<file path="config.mk">
export PLATFORM = sky130hd
export DESIGN_NAME = pci_master_read_address_phase
export DESIGN_NICKNAME = d
export VERILOG_FILES = /design/src/design/mrd_addr_pkg.sv /design/src/design/addr_latch_if.sv /design/src/design/addr_latch.sv /design/src/design/pci_master_read_address_phase.sv
export SDC_FILE = /design/constraint.sdc
export NUM_CORES = 1
export LEC_CHECK = 0
export BUFFER_PORTS_ARGS = -buffer_cell sky130_fd_sc_hd__buf_2
export CORE_MARGIN = 4
export CORE_UTILIZATION = 45
export DETAILED_ROUTE_END_ITERATION = 7
export PLACE_DENSITY = 0.7
export REMOVE_ABC_BUFFERS = 1
export SYNTH_ARGS = -nofsm -noshare
export SYNTH_HDL_FRONTEND = slang
export SYNTH_HIERARCHICAL = 1
export SYNTH_SLANG_ARGS = --single-unit
</file>
<file path="constraint.sdc">
create_clock -name clock -period 2.1 [get_ports clock]
set_input_delay 0.105 -clock clock [delete_from_list [all_inputs] [get_ports clock]]
set_output_delay 0.105 -clock clock [all_outputs]
set_load 0.01 [all_outputs]
</file>
<file path="src/design/mrd_addr_pkg.sv">
package mrd_addr_pkg;
   // ----------------------------------------
   // widths
   // ----------------------------------------
   localparam int ADDR_W = 32;
   localparam int CBE_W  = 4;
   localparam int STAT_W = 4;
   localparam int LEN_W  = 16;
   // ----------------------------------------
   // local status codes
   // ----------------------------------------
   localparam logic [3:0] STAT_IDLE     = 4'h0;
   localparam logic [3:0] STAT_ADDR_LD  = 4'h1;
   localparam logic [3:0] STAT_BUS_XFER = 4'h2;
   // ----------------------------------------
   // reset values
   // ----------------------------------------
   localparam logic [31:0] AD_RST  = 32'h0000_0000;
   localparam logic [3:0]  CBE_RST = 4'h0;
   typedef enum logic [2:0] {
      ST_IDLE,
      ST_REQ,
      ST_GRANT,
      ST_LOAD,
      ST_ADDR,
      ST_TURN,
      ST_DATA
   } mst_state_t;
endpackage

</file>
<file path="src/design/addr_latch_if.sv">
`timescale 1ns/100ps
`default_nettype none
interface addr_latch_if #(
   parameter int LEN_W = 16
);
   logic                 load;
   logic [31:0]          addr_in;
   logic [3:0]           cmd_in;
   logic [LEN_W-1:0]     len_in;
   logic [31:0]          addr;
   logic [3:0]           cmd;
   logic [LEN_W-1:0]     len;
   modport ctrl  (output load, addr_in, cmd_in, len_in, input addr, cmd, len);
   modport store (input load, addr_in, cmd_in, len_in, output addr, cmd, len);
endinterface
`default_nettype wire

</file>
<file path="src/design/addr_latch.sv">
`timescale 1ns/100ps
`default_nettype none
module addr_latch (
   input  wire logic   clock,
   input  wire logic   reset_n,
   addr_latch_if.store lat
);
   // ----------------------------------------
   // held from load until the next load or reset
   // ----------------------------------------
   always_ff @(posedge clock or negedge reset_n) begin
      if (!reset_n) begin
         lat.addr <= mrd_addr_pkg::AD_RST;
         lat.cmd  <= mrd_addr_pkg::CBE_RST;
         lat.len  <= '0;
      end else if (lat.load) begin
         lat.addr <= lat.addr_in;
         lat.cmd  <= lat.cmd_in;
         lat.len  <= lat.len_in;
      end
   end
endmodule
`default_nettype wire

</file>
<file path="src/design/pci_master_read_address_phase.sv">
`timescale 1ns/100ps
`default_nettype none
module pci_master_read_address_phase #(
   parameter int LEN_W = mrd_addr_pkg::LEN_W
) (
   input  wire logic             clock,
   input  wire logic             reset_n,
   input  wire logic             local_req_wide_n,
   input  wire logic [31:0]      local_addr_in,
   input  wire logic [3:0]       local_cmd_byte_en_in,
   input  wire logic [LEN_W-1:0] local_transfer_length,
   input  wire logic             local_ready_n,
   input  wire logic             data_phase_done,
   input  wire logic             gntn,
   input  wire logic             framen_in,
   input  wire logic             irdyn_in,
   output logic                  local_grant_n,
   output logic [3:0]            local_master_state,
   output logic [LEN_W-1:0]      remaining_transfer_count,
   output logic                  reqn,
   output logic                  framen_out,
   output logic                  framen_oe,
   output logic                  irdyn_out,
   output logic                  irdyn_oe,
   output logic [31:0]           ad_out,
   output logic                  ad_oe,
   output logic [3:0]            cben_out,
   output logic                  cben_oe
);
   // ----------------------------------------
   // state and latch
   // ----------------------------------------
   mrd_addr_pkg::mst_state_t state_r;
   mrd_addr_pkg::mst_state_t state_nxt;
   logic                     bus_idle;

   addr_latch_if #(.LEN_W(LEN_W)) lat ();

   addr_latch u_latch (
      .clock   (clock),
      .reset_n (reset_n),
      .lat     (lat)
   );

   // inputs need only be held until the latch loads them in ST_GRANT
   assign lat.addr_in = local_addr_in;
   assign lat.cmd_in  = local_cmd_byte_en_in;
   assign lat.len_in  = local_transfer_length;
   assign lat.load    = (state_r == mrd_addr_pkg::ST_GRANT) && !local_req_wide_n && !gntn;
   assign bus_idle    = framen_in && irdyn_in;

   // ----------------------------------------
   // sequencer
   // ----------------------------------------
   always_comb begin
      state_nxt = state_r;
      case (state_r)
         mrd_addr_pkg::ST_IDLE: begin
            if (!local_req_wide_n) begin
               state_nxt = mrd_addr_pkg::ST_REQ;
            end
         end
         mrd_addr_pkg::ST_REQ: begin
            if (local_req_wide_n) begin
               state_nxt = mrd_addr_pkg::ST_IDLE;
            end else if (!gntn && bus_idle) begin
               state_nxt = mrd_addr_pkg::ST_GRANT;
            end
         end
         mrd_addr_pkg::ST_GRANT: begin
            if (lat.load) begin
               state_nxt = mrd_addr_pkg::ST_LOAD;
            end else if (local_req_wide_n) begin
               state_nxt = mrd_addr_pkg::ST_IDLE;
            end else begin
               state_nxt = mrd_addr_pkg::ST_REQ;
            end
         end
         mrd_addr_pkg::ST_LOAD: state_nxt = mrd_addr_pkg::ST_ADDR;
         mrd_addr_pkg::ST_ADDR: state_nxt = mrd_addr_pkg::ST_TURN;
         mrd_addr_pkg::ST_TURN: state_nxt = mrd_addr_pkg::ST_DATA;
         mrd_addr_pkg::ST_DATA: begin
            if (data_phase_done) begin
               state_nxt = mrd_addr_pkg::ST_IDLE;
            end
         end
         default: state_nxt = mrd_addr_pkg::ST_IDLE;
      endcase
   end

   always_ff @(posedge clock or negedge reset_n) begin
      if (!reset_n) begin
         state_r <= mrd_addr_pkg::ST_IDLE;
      end else begin
         state_r <= state_nxt;
      end
   end

   // ----------------------------------------
   // arbitration and local handshake
   // ----------------------------------------
   always_ff @(posedge clock or negedge reset_n) begin
      if (!reset_n) begin
         reqn <= 1'b1;
      end else if (state_r == mrd_addr_pkg::ST_IDLE && !local_req_wide_n) begin
         reqn <= 1'b0;
      end else if (state_nxt == mrd_addr_pkg::ST_IDLE) begin
         reqn <= 1'b1;
      end else if (!framen_out && local_req_wide_n) begin
         reqn <= 1'b1; // no further cycle wanted once the frame is under way
      end
   end

   always_ff @(posedge clock or negedge reset_n) begin
      if (!reset_n) begin
         local_grant_n <= 1'b1;
      end else begin
         local_grant_n <= !(state_nxt == mrd_addr_pkg::ST_GRANT);
      end
   end

   always_ff @(posedge clock or negedge reset_n) begin
      if (!reset_n) begin
         local_master_state <= mrd_addr_pkg::STAT_IDLE;
      end else if (state_nxt == mrd_addr_pkg::ST_LOAD) begin
         local_master_state <= mrd_addr_pkg::STAT_ADDR_LD;
      end else if (state_nxt == mrd_addr_pkg::ST_ADDR) begin
         local_master_state <= mrd_addr_pkg::STAT_BUS_XFER;
      end else if (state_nxt == mrd_addr_pkg::ST_IDLE) begin
         local_master_state <= mrd_addr_pkg::STAT_IDLE;
      end
   end

   // ----------------------------------------
   // pci drive
   // ----------------------------------------
   always_ff @(posedge clock or negedge reset_n) begin
      if (!reset_n) begin
         ad_out <= mrd_addr_pkg::AD_RST;
         ad_oe  <= 1'b0;
      end else if (state_nxt == mrd_addr_pkg::ST_ADDR) begin
         ad_out <= lat.addr;
         ad_oe  <= 1'b1;
      end else begin
         ad_oe  <= 1'b0; // turnaround releases ad
      end
   end

   always_ff @(posedge clock or negedge reset_n) begin
      if (!reset_n) begin
         cben_out <= mrd_addr_pkg::CBE_RST;
         cben_oe  <= 1'b0;
      end else if (state_nxt == mrd_addr_pkg::ST_ADDR) begin
         cben_out <= lat.cmd;
         cben_oe  <= 1'b1;
      end else if (state_nxt == mrd_addr_pkg::ST_TURN) begin
         cben_out <= local_cmd_byte_en_in;
      end else if (state_nxt == mrd_addr_pkg::ST_IDLE) begin
         cben_oe  <= 1'b0;
      end
   end

   always_ff @(posedge clock or negedge reset_n) begin
      if (!reset_n) begin
         remaining_transfer_count <= '0;
      end else if (state_nxt == mrd_addr_pkg::ST_ADDR) begin
         remaining_transfer_count <= lat.len;
      end
   end

   // a single-transfer burst ends the frame at turnaround
   always_ff @(posedge clock or negedge reset_n) begin
      if (!reset_n) begin
         framen_out <= 1'b1;
         framen_oe  <= 1'b0;
      end else if (state_nxt == mrd_addr_pkg::ST_ADDR) begin
         framen_out <= 1'b0;
         framen_oe  <= 1'b1;
      end else if (state_nxt == mrd_addr_pkg::ST_TURN) begin
         framen_out <= !(remaining_transfer_count > LEN_W'(1));
      end else if (state_nxt == mrd_addr_pkg::ST_IDLE) begin
         framen_out <= 1'b1;
         framen_oe  <= 1'b0;
      end
   end

   always_ff @(posedge clock or negedge reset_n) begin
      if (!reset_n) begin
         irdyn_out <= 1'b1;
         irdyn_oe  <= 1'b0;
      end else if (state_nxt == mrd_addr_pkg::ST_TURN || state_nxt == mrd_addr_pkg::ST_DATA) begin
         irdyn_out <= local_ready_n;
         irdyn_oe  <= 1'b1;
      end else begin
         irdyn_out <= 1'b1;
         irdyn_oe  <= 1'b0;
      end
   end
endmodule
`default_nettype wire

</file>
==> impl_metrics.sql, run 1 <==
INSERT INTO impl_metrics (metric_group, metric, value, unit) VALUES
('outcome', 'run_status', 'completed', ''),
('setup_path', 'cp_data_required_time', '2.47', 'ns'),
('sta', 'period_minus_slack', '1.858', 'ns'),
('sta', 'final.setup.worst_slack', '0.2423', 'ns'),
('clocking', 'cts_sinks', '116', ''),
('layout', 'layout.filler_cells', '823', ''),
('clocking', 'post_cts_resize_count', '0', ''),
('synthesis', 'sequential_share_of_the_synthesized_area', '60.32', '%'),
('power', 'vdd_ir_drop_max', '676.4', 'uV'),
('power', 'clk_network_pwr_share', '27.6', '%'),
('global_routing', 'first_global_vias', '3627', ''),
('power', 'power.combinational.fraction', '30.7', '%'),
('power', 'pwr-share-seq', '41.7', '%'),
('clocking', 'holdBufCountCts', '57', ''),
('drt', 'post_drt_wl_per_cell', '14.81', 'um'),
('setup_path', 'end_kind', 'flip-flop', ''),
('power', 'p_sw', '0.002863', 'W'),
('layout', 'synthToLayoutAreaGrowth', '36.31', '%'),
('drt', 'remaining_drc_errors', '0', ''),
('power', 'power.density_cell_area', '1401', 'mW/mm^2'),
('setup_path', 'critical_path.max_fanout', '28', ''),
('sta', 'fin_crit_sh', '88.46', '%'),
('synthesis', 'ys_ff_latch', '116', ''),
('setup_path', 'critPathLaunchType', 'flip-flop', ''),
('synthesis', 'synth.top_cell.area_share', '58.14', '%'),
('sta', 'drv_slew', '0', ''),
('setup_path', 'critical_path_arrival', '2.23', 'ns'),
('sta', 'finalHoldWorstSlack', '0.02933', 'ns'),
('synthesis', 'synthCells', '401', ''),
('layout', 'layout-drive-gt1-share', '37.29', '%'),
('sta', 'setup_violation_total_in_the_final_timing_report', '0', ''),
('layout', 'final_util', '63.37', '%'),
('placed_design', 'place.gp.congestion', '0.8524', ''),
('synthesis', 'post_synth_num_cell_types', '35', ''),
('synthesis', 'yosys.cell_count.top_type', 'nand2_1', ''),
('placed_design', 'place.detailed.hpwl', '7095', 'um'),
('global_routing', 'global_route.usage.total', '18.36', '%'),
('setup_path', 'worst_setup_path_type', 'reg2reg', ''),
('global_routing', 'grt_pass1_wl', '18220', 'um'),
('layout', 'antenna_cells', '0', ''),
('placed_design', 'place_worst_setup_slack', '0.2537', 'ns'),
('clocking', 'clk_pin_slew_worst_paths', '0.05', 'ns'),
('die', 'initial_core_utilization', '46.49', '%'),
('sta', 'maxClockFrequency', '0.5383', 'GHz'),
('synthesis', 'synth.avg_cell_area', '12.02', 'um^2'),
('clocking', 'clock_path_buffers', '2', ''),
('sta', 'number_of_failing_hold_endpoints_at_the_final_stage', '0', ''),
('sta', 'totalNegativeSetupSlack', '0', 'ns'),
('power', 'standby_leakage_power', '3.500', 'nW'),
('die', 'core_area', '0.01037', 'mm^2'),
('synthesis', 'synth.yosys.warnings', '6', ''),
('die', 'io_pins', '124', ''),
('clocking', 'cts_tree', 'yes', ''),
('drt', 'drt-initial-drc-count', '186', ''),
('drt', 'final_antenna_net_count', '0', ''),
('placed_design', 'port_buffers', '121', ''),
('sta', 'fin_skew', '0.01166', 'ns'),
('die', 'die_h', '111.5', 'um'),
('drt', 'routed-via-count', '3423', ''),
('drt', 'wirelength', '10870', 'um'),
('clocking', 'cts_root_buffer', 'clkbuf_8', ''),
('die', 'core_rows', '37', ''),
('hold_path', 'hold_path_class', 'in2async', ''),
('global_routing', 'global_route.overflow_total', '0', ''),
('synthesis', 'number_of_enable_type_register_cells_in_the_synthesized_netlist', '0', ''),
('synthesis', 'postSynth.topFlopCell', 'dfrtp_1', ''),
('synthesis', 'post_synth_instance_area', '0.004821', 'mm^2'),
('synthesis', 'netlist.top_cell.by_area', 'dfrtp_1', ''),
('global_routing', 'grt_antenna_before_repair', '0', ''),
('clocking', 'cts_post_setup_buffers_inserted', '0', ''),
('drt', 'detailed_routing_iterations_pass_1', '4', '');
-- worst max-delay path, stage by stage (launching register included) --
cell and delay (ns):
dfrtp_1 0.36, nand2b_1 0.13, or4_1 0.50, clkinv_2 0.13, buf_12 0.24, mux2_2 0.36
-- logic make-up (layout without fill, tap and decap cells) --
kind of cell,Yosys count,in the layout,synth area share [%]
AO/OA/AOI/OAI,18,18,2.362
buffers and inverters,29,225,5.788
flip-flops,116,116,60.32
multiplexers,52,52,16.04
other,1,2,0.07779
AND/OR/NAND/NOR,185,185,15.42
-- state kept, by name, indices dropped and copies added (netlist names) --
name and count:
framen_out 1, local_grant_n 1, cben_out 4, u_latch/lat.len 16, irdyn_oe 1, remaining_transfer_count 16
ad_out 32, reqn 1, irdyn_out 1, ad_oe 1, local_master_state 2, framen_oe 1
state_r 3, u_latch/lat.addr 32, u_latch/lat.cmd 4
-- power by group through the flow --
stage / Clock (W) / Combinational [W] / Sequential (W)
after floorplan: 0 / 0.00149 / 0.00400
after global placement: 0 / 0.00266 / 0.00380
after detailed placement: 0 / 0.00277 / 0.00384
after CTS: 0.00260 / 0.00286 / 0.00383
after global routing: 0.00273 / 0.00312 / 0.00397
final: 0.00254 / 0.00283 / 0.00384
-- through the flow --
stage | instances | cell area (um^2)
after floorplan | 377 | 4561
after global placement | 646 | 5468
after detailed placement | 646 | 5468
after CTS | 734 | 6571
after global routing | 734 | 6571
final | 734 | 6571
-- worst paths after layout --
path / from / to / slack (ns) / cells after the start
worst max-delay path: state_r[2]$_DFF_PN0_ / u_latch/lat.len[15]$_DFFE_PN0P_ / 0.24 / 5
worst min-delay path: reset_n / cben_out[2]$_DFFE_PN0P_ / 0.03 / 2
worst max register to register: state_r[2]$_DFF_PN0_ / u_latch/lat.len[15]$_DFFE_PN0P_ / 0.24 / 5
worst min register to register: u_latch/lat.len[12]$_DFFE_PN0P_ / remaining_transfer_count[12]$_DFFE_PN0P_ / 0.46 / 2
max in group asynchronous: reset_n / framen_out$_DFFE_PN1P_ / 1.30 / 3
min in group clock: data_phase_done / irdyn_oe$_DFF_PN0_ / 0.04 / 4
-- routing by layer --
metal  part of all wire (%)  wire length [um]  global-route usage [%]  up-vias
met1                     44              4809                   24.10     1646
li1                       -                 -                       -     1660
met4                   0.64                70                   5.596        0
met5                      0                 0                       0        -
met3                    5.8               626                   5.272        8
met2                     49              5362                   29.79      109
-- area by class of cell --
class,count,area (um^2),share of cell area [%]
clock inverters,10,83.83,1.276
multi-input cells,257,1638,24.92
inverters,4,16.27,0.2475
well taps,136,170.2,2.589
clock buffers,21,449.2,6.835
repair buffers,190,1306,19.88
flip-flops and latches,116,2908,44.25
-- placed cells by master, fill, tap and decap left out, types with 4 or more instances in the layout --
cell type	n
o21ai_0	5
dfstp_2	4
dfrtp_1	112
buf_4	10
nand2_1	159
buf_2	120
dlygate4sd3_1	57
mux2_4	50
clkbuf_16	16
nor2_1	4
nand3_1	6
clkinv_2	7
(Power assumes the default switching activity.)
==> run 2: changes to the inputs <==
==> constraint.sdc (replaced) <==
create_clock -name clock -period 2.3 [get_ports clock]
set_input_delay 0.115 -clock clock [delete_from_list [all_inputs] [get_ports clock]]
set_output_delay 0.115 -clock clock [all_outputs]
set_load 0.01 [all_outputs]
==> run 2 against run 1 <==
Clock power down 9.1%. Non-clock buffer count shrank 2. Register-to-register slack better by 0.13 ns. Flip-flop and latch count did not move. First-iteration DRC count is 0.54% lower. Largest cell class unchanged. Largest power group unchanged. Highest routed layer unchanged.
==> impl_metrics.sql, run 2 (synthesized netlist as in run 1, its figures left out) <==
INSERT INTO impl_metrics (metric_group, metric, value, unit) VALUES
('setup_path', 'critical_path_arrival', '2.32', 'ns'),
('setup_path', 'worst_setup_path_type', 'reg2reg', ''),
('layout', 'synthToLayoutAreaGrowth', '35.95', '%'),
('drt', 'wirelength', '10950', 'um'),
('sta', 'period_minus_slack', '1.928', 'ns'),
('hold_path', 'worst_hold_startpoint', 'data_phase_done', ''),
('drt', 'post_drt_wl_per_cell', '14.96', 'um'),
('global_routing', 'grt_antenna_before_repair', '0', ''),
('placed_design', 'port_buffers', '121', ''),
('layout', 'instances_no_fill', '732', ''),
('layout', 'layout-drive-gt1-share', '37.08', '%'),
('clocking', 'cts_tree', 'yes', ''),
('setup_path', 'critPathLaunchType', 'flip-flop', ''),
('setup_path', 'cpPeakStageDelay', '0.60', 'ns'),
('global_routing', 'global_route.usage.total', '18.35', '%'),
('hold_path', 'min_path_cells', '4', ''),
('placed_design', 'place.gp.congestion', '0.8390', ''),
('outcome', 'run_status', 'completed', ''),
('setup_path', 'timing.critical_path.buf_inv', '2', ''),
('sta', 'worst_slew_margin_rel', '64.38', '%'),
('drt', 'detailed_routing_iterations_pass_1', '5', ''),
('setup_path', 'regToRegEndpoint', 'u_latch/lat.len[15]$_DFFE_PN0P_', ''),
('sta', 'worst_slew_pin_slew', '0.5343', 'ns'),
('clocking', 'clk_pin_slew_worst_paths', '0.05', 'ns'),
('clocking', 'cts_root_buffer', 'clkbuf_8', ''),
('setup_path', 'critical_path.reg2reg.startpoint', 'state_r[0]$_DFF_PN0_', ''),
('die', 'initial_core_utilization', '46.49', '%'),
('setup_path', 'slowest_stage', 'or4_1', ''),
('drt', 'avgViaCountPerCell', '4.749', ''),
('power', 'standby_leakage_power', '3.478', 'nW'),
('die', 'io_pins', '124', ''),
('sta', 'finalHoldWorstSlack', '0.05588', 'ns'),
('layout', 'layout.cells.most_common_list', 'nand2_1 (159), buf_2 (120), dfrtp_1 (112)', ''),
('setup_path', 'end_kind', 'flip-flop', ''),
('clocking', 'clock_path_buffers', '2', ''),
('layout', 'largest_registers', 'ad_out: 32 flops, u_latch/lat.addr: 32 flops', ''),
('global_routing', 'global_route.overflow_total', '0', ''),
('layout', 'antenna_cells', '0', ''),
('die', 'x_dimension_of_the_die', '111.5', 'um'),
('clocking', 'cts_sinks', '116', ''),
('setup_path', 'r2r_cells', '4', ''),
('global_routing', 'grt_max_degree', '49', ''),
('die', 'die_area', '0.01243', 'mm^2'),
('sta', 'number_of_failing_hold_endpoints_at_the_final_stage', '0', ''),
('power', 'power.density_cell_area', '1274', 'mW/mm^2'),
('drt', 'remaining_drc_errors', '0', ''),
('sta', 'drv_slew', '0', ''),
('setup_path', 'cp_data_required_time', '2.69', 'ns'),
('die', 'core_area', '0.01037', 'mm^2'),
('power', 'fin_total_pwr', '0.008352', 'W'),
('layout', 'final_util', '63.20', '%'),
('layout', 'layout.filler_cells', '833', ''),
('setup_path', 'cp_cell_sequence', 'or4_1 > clkinv_2 > buf_12 > mux2_2', ''),
('drt', 'routed-via-count', '3476', ''),
('clocking', 'cts_buffers', '17', ''),
('setup_path', 'critical-path-top-delay-family', 'simple AND/OR/NAND/NOR gates', ''),
('sta', 'maxClockFrequency', '0.5186', 'GHz'),
('sta', 'setup_violation_total_in_the_final_timing_report', '0', ''),
('sta', 'grt_setup_unrepaired', 'no', ''),
('sta', 'totalNegativeSetupSlack', '0', 'ns'),
('setup_path', 'worst-r2r-setup-slack', '0.37', 'ns'),
('global_routing', 'first_global_vias', '3751', ''),
('power', 'vdd_ir_drop_max', '626.7', 'uV'),
('layout', 'nNetsFinal', '644', ''),
('run', 'maxCapViolCount', '0', ''),
('setup_path', 'critical_path.max_fanout', '28', ''),
('sta', 'fin_crit_sh', '83.84', '%'),
('hold_path', 'hold_path_class', 'in2reg', ''),
('hold_path', 'min_to', 'state_r[1]$_DFF_PN0_', ''),
('placed_design', 'place.detailed.hpwl', '7050', 'um'),
('placed_design', 'place_inst', '643', ''),
('global_routing', 'grt_pass1_wl', '18220', 'um'),
('drt', 'final_antenna_net_count', '0', ''),
('clocking', 'htreeDepth', '4', ''),
('die', 'core_rows', '37', ''),
('clocking', 'clk-insertion-delay-late', '0.51', 'ns'),
('die', 'die_h', '111.5', 'um'),
('clocking', 'post_cts_resize_count', '0', ''),
('clocking', 'cts_post_setup_buffers_inserted', '0', ''),
('layout', 'mostFrequentLayoutCell', 'nand2_1', ''),
('sta', 'fin_skew', '0.005963', 'ns'),
('drt', 'drt-initial-drc-count', '185', '');
run 2: cell types whose count changed in the layout (fill, tap and decap cells not counted), sizes merged:
cell / previous run / this run
clkinv: 8 / 6
buf: 133 / 130
clkbuf: 21 / 22
bufinv: 1 / 0
dlygate4sd3: 57 / 58
clkinvlp: 2 / 4
run 2: cell type report:
type                            count  area (um^2)  area share, %
Tap cell                          136        170.2          2.596
Sequential cell                   116         2908          44.37
Clock inverter                      9        55.05         0.8400
Inverter                            4        16.27         0.2482
Clock buffer                       22        473.0          7.216
Timing Repair Buffer              188         1294          19.74
Multi-Input combinational cell    257         1638          24.99
run 2: worst reg2reg max path, cell delays in order (launching register included):
cell and delay [ns]:
dfrtp_1 0.48, or4_1 0.61, clkinv_2 0.13, buf_12 0.23, mux2_2 0.37
run 2: worst max path at each step:
| stage | start | to | slack [ns] | cells after the start |
|---|---|---|---|---|
| after floorplan | state_r[2]$_DFF_PN0_ | u_latch/lat.addr[29]$_DFFE_PN0P_ | -0.95 | 4 |
| after global placement | state_r[1]$_DFF_PN0_ | u_latch/lat.len[15]$_DFFE_PN0P_ | 0.43 | 5 |
| after detailed placement | state_r[0]$_DFF_PN0_ | u_latch/lat.len[15]$_DFFE_PN0P_ | 0.38 | 4 |
| after CTS | state_r[0]$_DFF_PN0_ | u_latch/lat.len[15]$_DFFE_PN0P_ | 0.36 | 4 |
| after global routing | state_r[1]$_DFF_PN0_ | u_latch/lat.len[15]$_DFFE_PN0P_ | 0.27 | 5 |
| final | state_r[0]$_DFF_PN0_ | u_latch/lat.len[15]$_DFFE_PN0P_ | 0.37 | 4 |
run 2: repair_timing:
action,CTS,global route
hold buffers,58,0
hold endpoints to repair,103,0
endpoints found under the setup margin,0,0
run 2: routing by layer:
metal	vias up	GRT usage [%]	wire length, um
met5	-	0	0
met4	0	7.299	205
met3	19	5.870	612
met2	111	29.92	5307
met1	1692	22.78	4826
li1	1654	-	-
run 2: per-stage QoR:
step           cell area [um^2]  setup WS (ns)
6_report                   6554         0.3717
5_1_grt                    6554         0.2738
4_1_cts                    6554         0.3628
3_5_place_dp               5445         0.3801
3_3_place_gp               5445         0.4294
2_1_floorplan              4561        -0.9463
run 2: power by group:
group / switching [W] / internal [W] / leakage [nW] / total (W)
combinational: 0.00117 / 0.00133 / 1.74 / 0.00251
sequential: 0.000567 / 0.00296 / 1.48 / 0.00353
clock: 0.000896 / 0.00142 / 0.254 / 0.00231
total: 0.00264 / 0.00572 / 3.48 / 0.00835
==> run 3: changes to the inputs <==
--- a/config.mk
+++ b/config.mk
@@ -5,11 +5,12 @@
 export SDC_FILE = /design/constraint.sdc
 export NUM_CORES = 1
 export LEC_CHECK = 0
+export ABC_AREA = 1
 export BUFFER_PORTS_ARGS = -buffer_cell sky130_fd_sc_hd__buf_2
 export CORE_MARGIN = 4
 export CORE_UTILIZATION = 45
 export DETAILED_ROUTE_END_ITERATION = 7
-export PLACE_DENSITY = 0.7
+export PLACE_DENSITY = 0.73
 export REMOVE_ABC_BUFFERS = 1
 export SYNTH_ARGS = -nofsm -noshare
 export SYNTH_HDL_FRONTEND = slang
==> constraint.sdc (replaced) <==
create_clock -name clock -period 1.6 [get_ports clock]
set_input_delay 0.08 -clock clock [delete_from_list [all_inputs] [get_ports clock]]
set_output_delay 0.08 -clock clock [all_outputs]
set_load 0.01 [all_outputs]
==> run 3 against run 2 <==
Count of clock-buffer cells in the layout is 6 higher. Global-route usage is 1.2 points higher. First-iteration DRC count is 8.6% higher. Register-to-register slack worse by 0.27 ns. Combinational power is 11% higher. Sequential power is 27% higher. Final cell count is 18% higher. Utilization is 0.91 points higher. Clock skew is 0.0012 ns higher. Critical path type is now in2reg. Largest cell class unchanged. Highest routed layer unchanged.
==> impl_metrics.sql, run 3 <==
INSERT INTO impl_metrics (metric_group, metric, value, unit) VALUES
('sta', 'fin_skew', '0.007119', 'ns'),
('synthesis', 'synth-async-reset-ratio', '100.0', '%'),
('setup_path', 'cp-endpoint', 'local_master_state[1]$_DFFE_PN0P_', ''),
('clocking', 'cts_root_buffer', 'clkbuf_8', ''),
('power', 'p_sw', '0.003404', 'W'),
('synthesis', 'number_of_enable_type_register_cells_in_the_synthesized_netlist', '0', ''),
('synthesis', 'post_synth_num_cell_types', '20', ''),
('die', 'x_dimension_of_the_die', '110.3', 'um'),
('drt', 'remaining_drc_errors', '0', ''),
('setup_path', 'r2r_cells', '6', ''),
('layout', 'final_util', '64.11', '%'),
('setup_path', 'critical_path_arrival', '1.92', 'ns'),
('synthesis', 'postSynth.topFlopCell', 'dfrtp_1', ''),
('power', 'power.combinational.fraction', '25.7', '%'),
('global_routing', 'grt_antenna_before_repair', '0', ''),
('die', 'core_area', '0.01028', 'mm^2'),
('setup_path', 'end_kind', 'flip-flop', ''),
('global_routing', 'grt_max_degree', '56', ''),
('synthesis', 'post_synth_mux_area_share', '0', '%'),
('global_routing', 'grt_pass1_wl', '18200', 'um'),
('setup_path', 'timing_startpoint_of_the_critical_path', 'gntn', ''),
('layout', 'layout.cells.most_common_list', 'nand2_1 (310), buf_2 (120), dfrtp_1 (112)', ''),
('setup_path', 'path_common_cell', 'nand2_1', ''),
('clocking', 'clk-insertion-delay-late', '0.50', 'ns'),
('setup_path', 'worst-r2r-setup-slack', '0.10', 'ns'),
('synthesis', 'synth.top_cell.area_share', '59.54', '%'),
('synthesis', 'synth_top_family_by_area', 'simple AND/OR/NAND/NOR gates', ''),
('global_routing', 'first_global_vias', '3944', ''),
('die', 'initial_core_utilization', '45.80', '%'),
('synthesis', 'synth_simple_gate_area_share', '31.13', '%'),
('layout', 'layout-drive-gt1-share', '27.16', '%'),
('synthesis', 'synth_compound_gate_area_share', '0.4253', '%'),
('drt', 'routed-via-count', '3923', ''),
('synthesis', 'sequential_share_of_the_synthesized_area', '61.78', '%'),
('power', 'pwr-share-seq', '41.6', '%'),
('die', 'io_pins', '124', ''),
('die', 'die_area', '0.01216', 'mm^2'),
('hold_path', 'worst_hold_startpoint', 'irdyn_in', ''),
('die', 'die_h', '110.3', 'um'),
('hold_path', 'hold_path_class', 'in2reg', ''),
('sta', 'setup_violation_total_in_the_final_timing_report', '0', ''),
('clocking', 'clock_path_buffers', '2', ''),
('layout', 'instances_no_fill', '865', ''),
('layout', 'layout.filler_cells', '856', ''),
('synthesis', 'synth.top_cells.by_area', 'dfrtp_1 (60%), nand2_1 (25%), nand2_2 (2.9%)', ''),
('global_routing', 'global_route.usage.total', '19.53', '%'),
('sta', 'period_minus_slack', '1.522', 'ns'),
('synthesis', 'netlist.top_cell.by_area', 'dfrtp_1', ''),
('synthesis', 'yosys.area_share.xor_xnor', '0', '%'),
('drt', 'wirelength', '11280', 'um'),
('setup_path', 'worst_setup_path_type', 'in2reg', ''),
('die', 'core_rows', '37', ''),
('layout', 'layout.area.seq', '0.002908', 'mm^2'),
('synthesis', 'post_synth_instance_area', '0.004707', 'mm^2'),
('drt', 'avgViaCountPerCell', '4.535', ''),
('synthesis', 'synthCells', '527', ''),
('global_routing', 'global_route.overflow_total', '0', ''),
('power', 'sw_frac_of_total', '31.43', '%'),
('setup_path', 'cp_cell_sequence', 'dlygate4sd3_1 > buf_2 > nor2_1 > dlygate4sd3_1 > nand3_1 > nand2_1 > nor2_2 > nand2_2 > nand2_1 > nand2_1 > inv_1', ''),
('setup_path', 'cpPeakStageDelay', '0.57', 'ns'),
('drt', 'detailed_routing_iterations_pass_1', '4', ''),
('sta', 'maxClockFrequency', '0.6569', 'GHz'),
('placed_design', 'place.detailed.hpwl', '7161', 'um'),
('sta', 'grt_setup_unrepaired', 'no', ''),
('clocking', 'cts_sinks', '116', ''),
('setup_path', 'cp_data_required_time', '2.00', 'ns'),
('outcome', 'run_status', 'completed', ''),
('clocking', 'clk_pin_slew_worst_paths', '0.05', 'ns'),
('power', 'standby_leakage_power', '3.784', 'nW'),
('layout', 'multiInputGateArea', '0.001515', 'mm^2'),
('synthesis', 'synth.yosys.warnings', '6', ''),
('clocking', 'cts_tree', 'yes', ''),
('power', 'internal_power', '0.007428', 'W'),
('placed_design', 'place_inst', '771', ''),
('layout', 'final_area', '0.006589', 'mm^2'),
('power', 'fin_total_pwr', '0.01083', 'W'),
('placed_design', 'port_buffers', '121', ''),
('synthesis', 'synthAdderAreaFrac', '0', '%'),
('setup_path', 'regToRegEndpoint', 'irdyn_out$_DFF_PN1_', ''),
('power', 'clk_network_pwr_share', '32.7', '%'),
('setup_path', 'slowest_stage', 'dlygate4sd3_1', ''),
('sta', 'fin_crit_sh', '95.14', '%'),
('sta', 'drv_slew', '0', ''),
('drt', 'drt-initial-drc-count', '201', ''),
('drt', 'post_drt_wl_per_cell', '13.04', 'um'),
('sta', 'number_of_failing_hold_endpoints_at_the_final_stage', '0', ''),
('layout', 'synthToLayoutAreaGrowth', '39.98', '%'),
('clocking', 'htreeDepth', '4', ''),
('power', 'power.density_cell_area', '1644', 'mW/mm^2'),
('synthesis', 'ys_ff_latch', '116', ''),
('setup_path', 'critical_path.max_fanout', '5', ''),
('setup_path', 'critPathLaunchType', 'input port', ''),
('drt', 'final_antenna_net_count', '0', ''),
('layout', 'nNetsFinal', '776', ''),
('layout', 'mostFrequentLayoutCell', 'nand2_1', ''),
('synthesis', 'yosys.cell_count.top_type', 'nand2_1', ''),
('sta', 'totalNegativeSetupSlack', '0', 'ns'),
('synthesis', 'synth.cells.most_frequent', 'nand2_1 (310), dfrtp_1 (112), nand2_2 (22)', ''),
('layout', 'antenna_cells', '0', ''),
('power', 'vdd_ir_drop_max', '833.9', 'uV'),
('run', 'maxCapViolCount', '0', ''),
('placed_design', 'place.gp.congestion', '0.8197', ''),
('layout', 'largest_registers', 'ad_out: 32 flops, u_latch/lat.addr: 32 flops', ''),
('setup_path', 'critical_path.reg2reg.startpoint', 'state_r[0]$_DFF_PN0_', ''),
('synthesis', 'synth.avg_cell_area', '8.932', 'um^2'),
('sta', 'worst_slew_pin_slew', '0.8258', 'ns'),
('placed_design', 'postPlaceCellArea', '0.005393', 'mm^2'),
('sta', 'worst_slew_margin_rel', '44.77', '%'),
('clocking', 'cts_buffers', '17', '');
==> run 3: cell types whose count changed in the layout (fill, tap and decap cells not counted), moves of 4 or more <==
cell      before  now
inv_1          2   10
clkbuf_1       1    8
nand2_2        1   22
nor2_2         0    5
mux2_4        50    0
o21ai_0        5    1
clkinv_2       6    1
nand3_1        6   13
nand2_1      159  310
nor2_1         4   12
==> run 3: worst max-delay path: cells and delay by family <==
| family | cells | cell delay (ns) |
|---|---|---|
| buffers and inverters | 4 | 1.27 |
| AND/OR/NAND/NOR | 7 | 0.57 |
==> run 3: layer usage <==
metal | up-vias | GRT usage [%] | share of wire, %
met4 | 0 | 6.596 | 0.84
met5 | - | 0 | 0
met3 | 11 | 5.882 | 6.3
li1 | 1961 | - | -
met1 | 1824 | 24.95 | 45
met2 | 127 | 31.85 | 48
==> run 3: metrics by stage <==
stage	hold slack (ns)	setup WS [ns]
6_report	0.06348	0.07772
5_1_grt	0.08677	0.01087
4_1_cts	0.02826	0.04920
3_5_place_dp	-0.01734	0.1874
3_3_place_gp	-0.02191	0.2261
2_1_floorplan	-0.2156	-0.5102
==> run 3: how the worst min path moves through the flow <==
stage | end | slack [ns] | cells after the start
6_report | state_r[0]$_DFF_PN0_ | 0.06 | 6
4_1_cts | state_r[0]$_DFF_PN0_ | 0.03 | 6
3_5_place_dp | remaining_transfer_count[10]$_DFFE_PN0P_ | -0.02 | 1
2_1_floorplan | ad_oe$_DFF_PN0_ | -0.22 | 0
5_1_grt | state_r[0]$_DFF_PN0_ | 0.09 | 6
3_3_place_gp | remaining_transfer_count[10]$_DFFE_PN0P_ | -0.02 | 1
==> run 3: area by class of cell <==
cell class	instances	share of cell area (%)
Clock inverter	4	1.101
Multi-Input combinational cell	372	23.00
Tap cell	136	2.583
Inverter	15	1.044
Timing Repair Buffer	194	20.77
Clock buffer	28	7.368
Sequential cell	116	44.13
==> run 3: power by group through the flow <==
| stage | Combinational, W | Clock (W) | Sequential [W] |
|---|---|---|---|
| floorplan | 0.00133 | 0 | 0.00465 |
| global placement | 0.00252 | 0 | 0.00448 |
| detailed placement | 0.00261 | 0 | 0.00452 |
| CTS | 0.00274 | 0.00362 | 0.00449 |
| global route | 0.00316 | 0.00376 | 0.00461 |
| finish | 0.00278 | 0.00355 | 0.00450 |
==> run 3: kinds of logic (layout without fill, tap and decap cells) <==
family | after synthesis | count (layout)
and+or+nand+nor | 366 | 366
AOI/OAI and AO/OA | 4 | 4
buffers and inverters | 40 | 241
other | 1 | 2
DFF | 116 | 116
==> run 3: repair_timing <==
item	in CTS	in global routing
endpoints found under the setup margin	0	1
hold endpoints to repair	174	0
hold buffers	60	0
buffers inserted	0	2
gates resized for setup	0	6
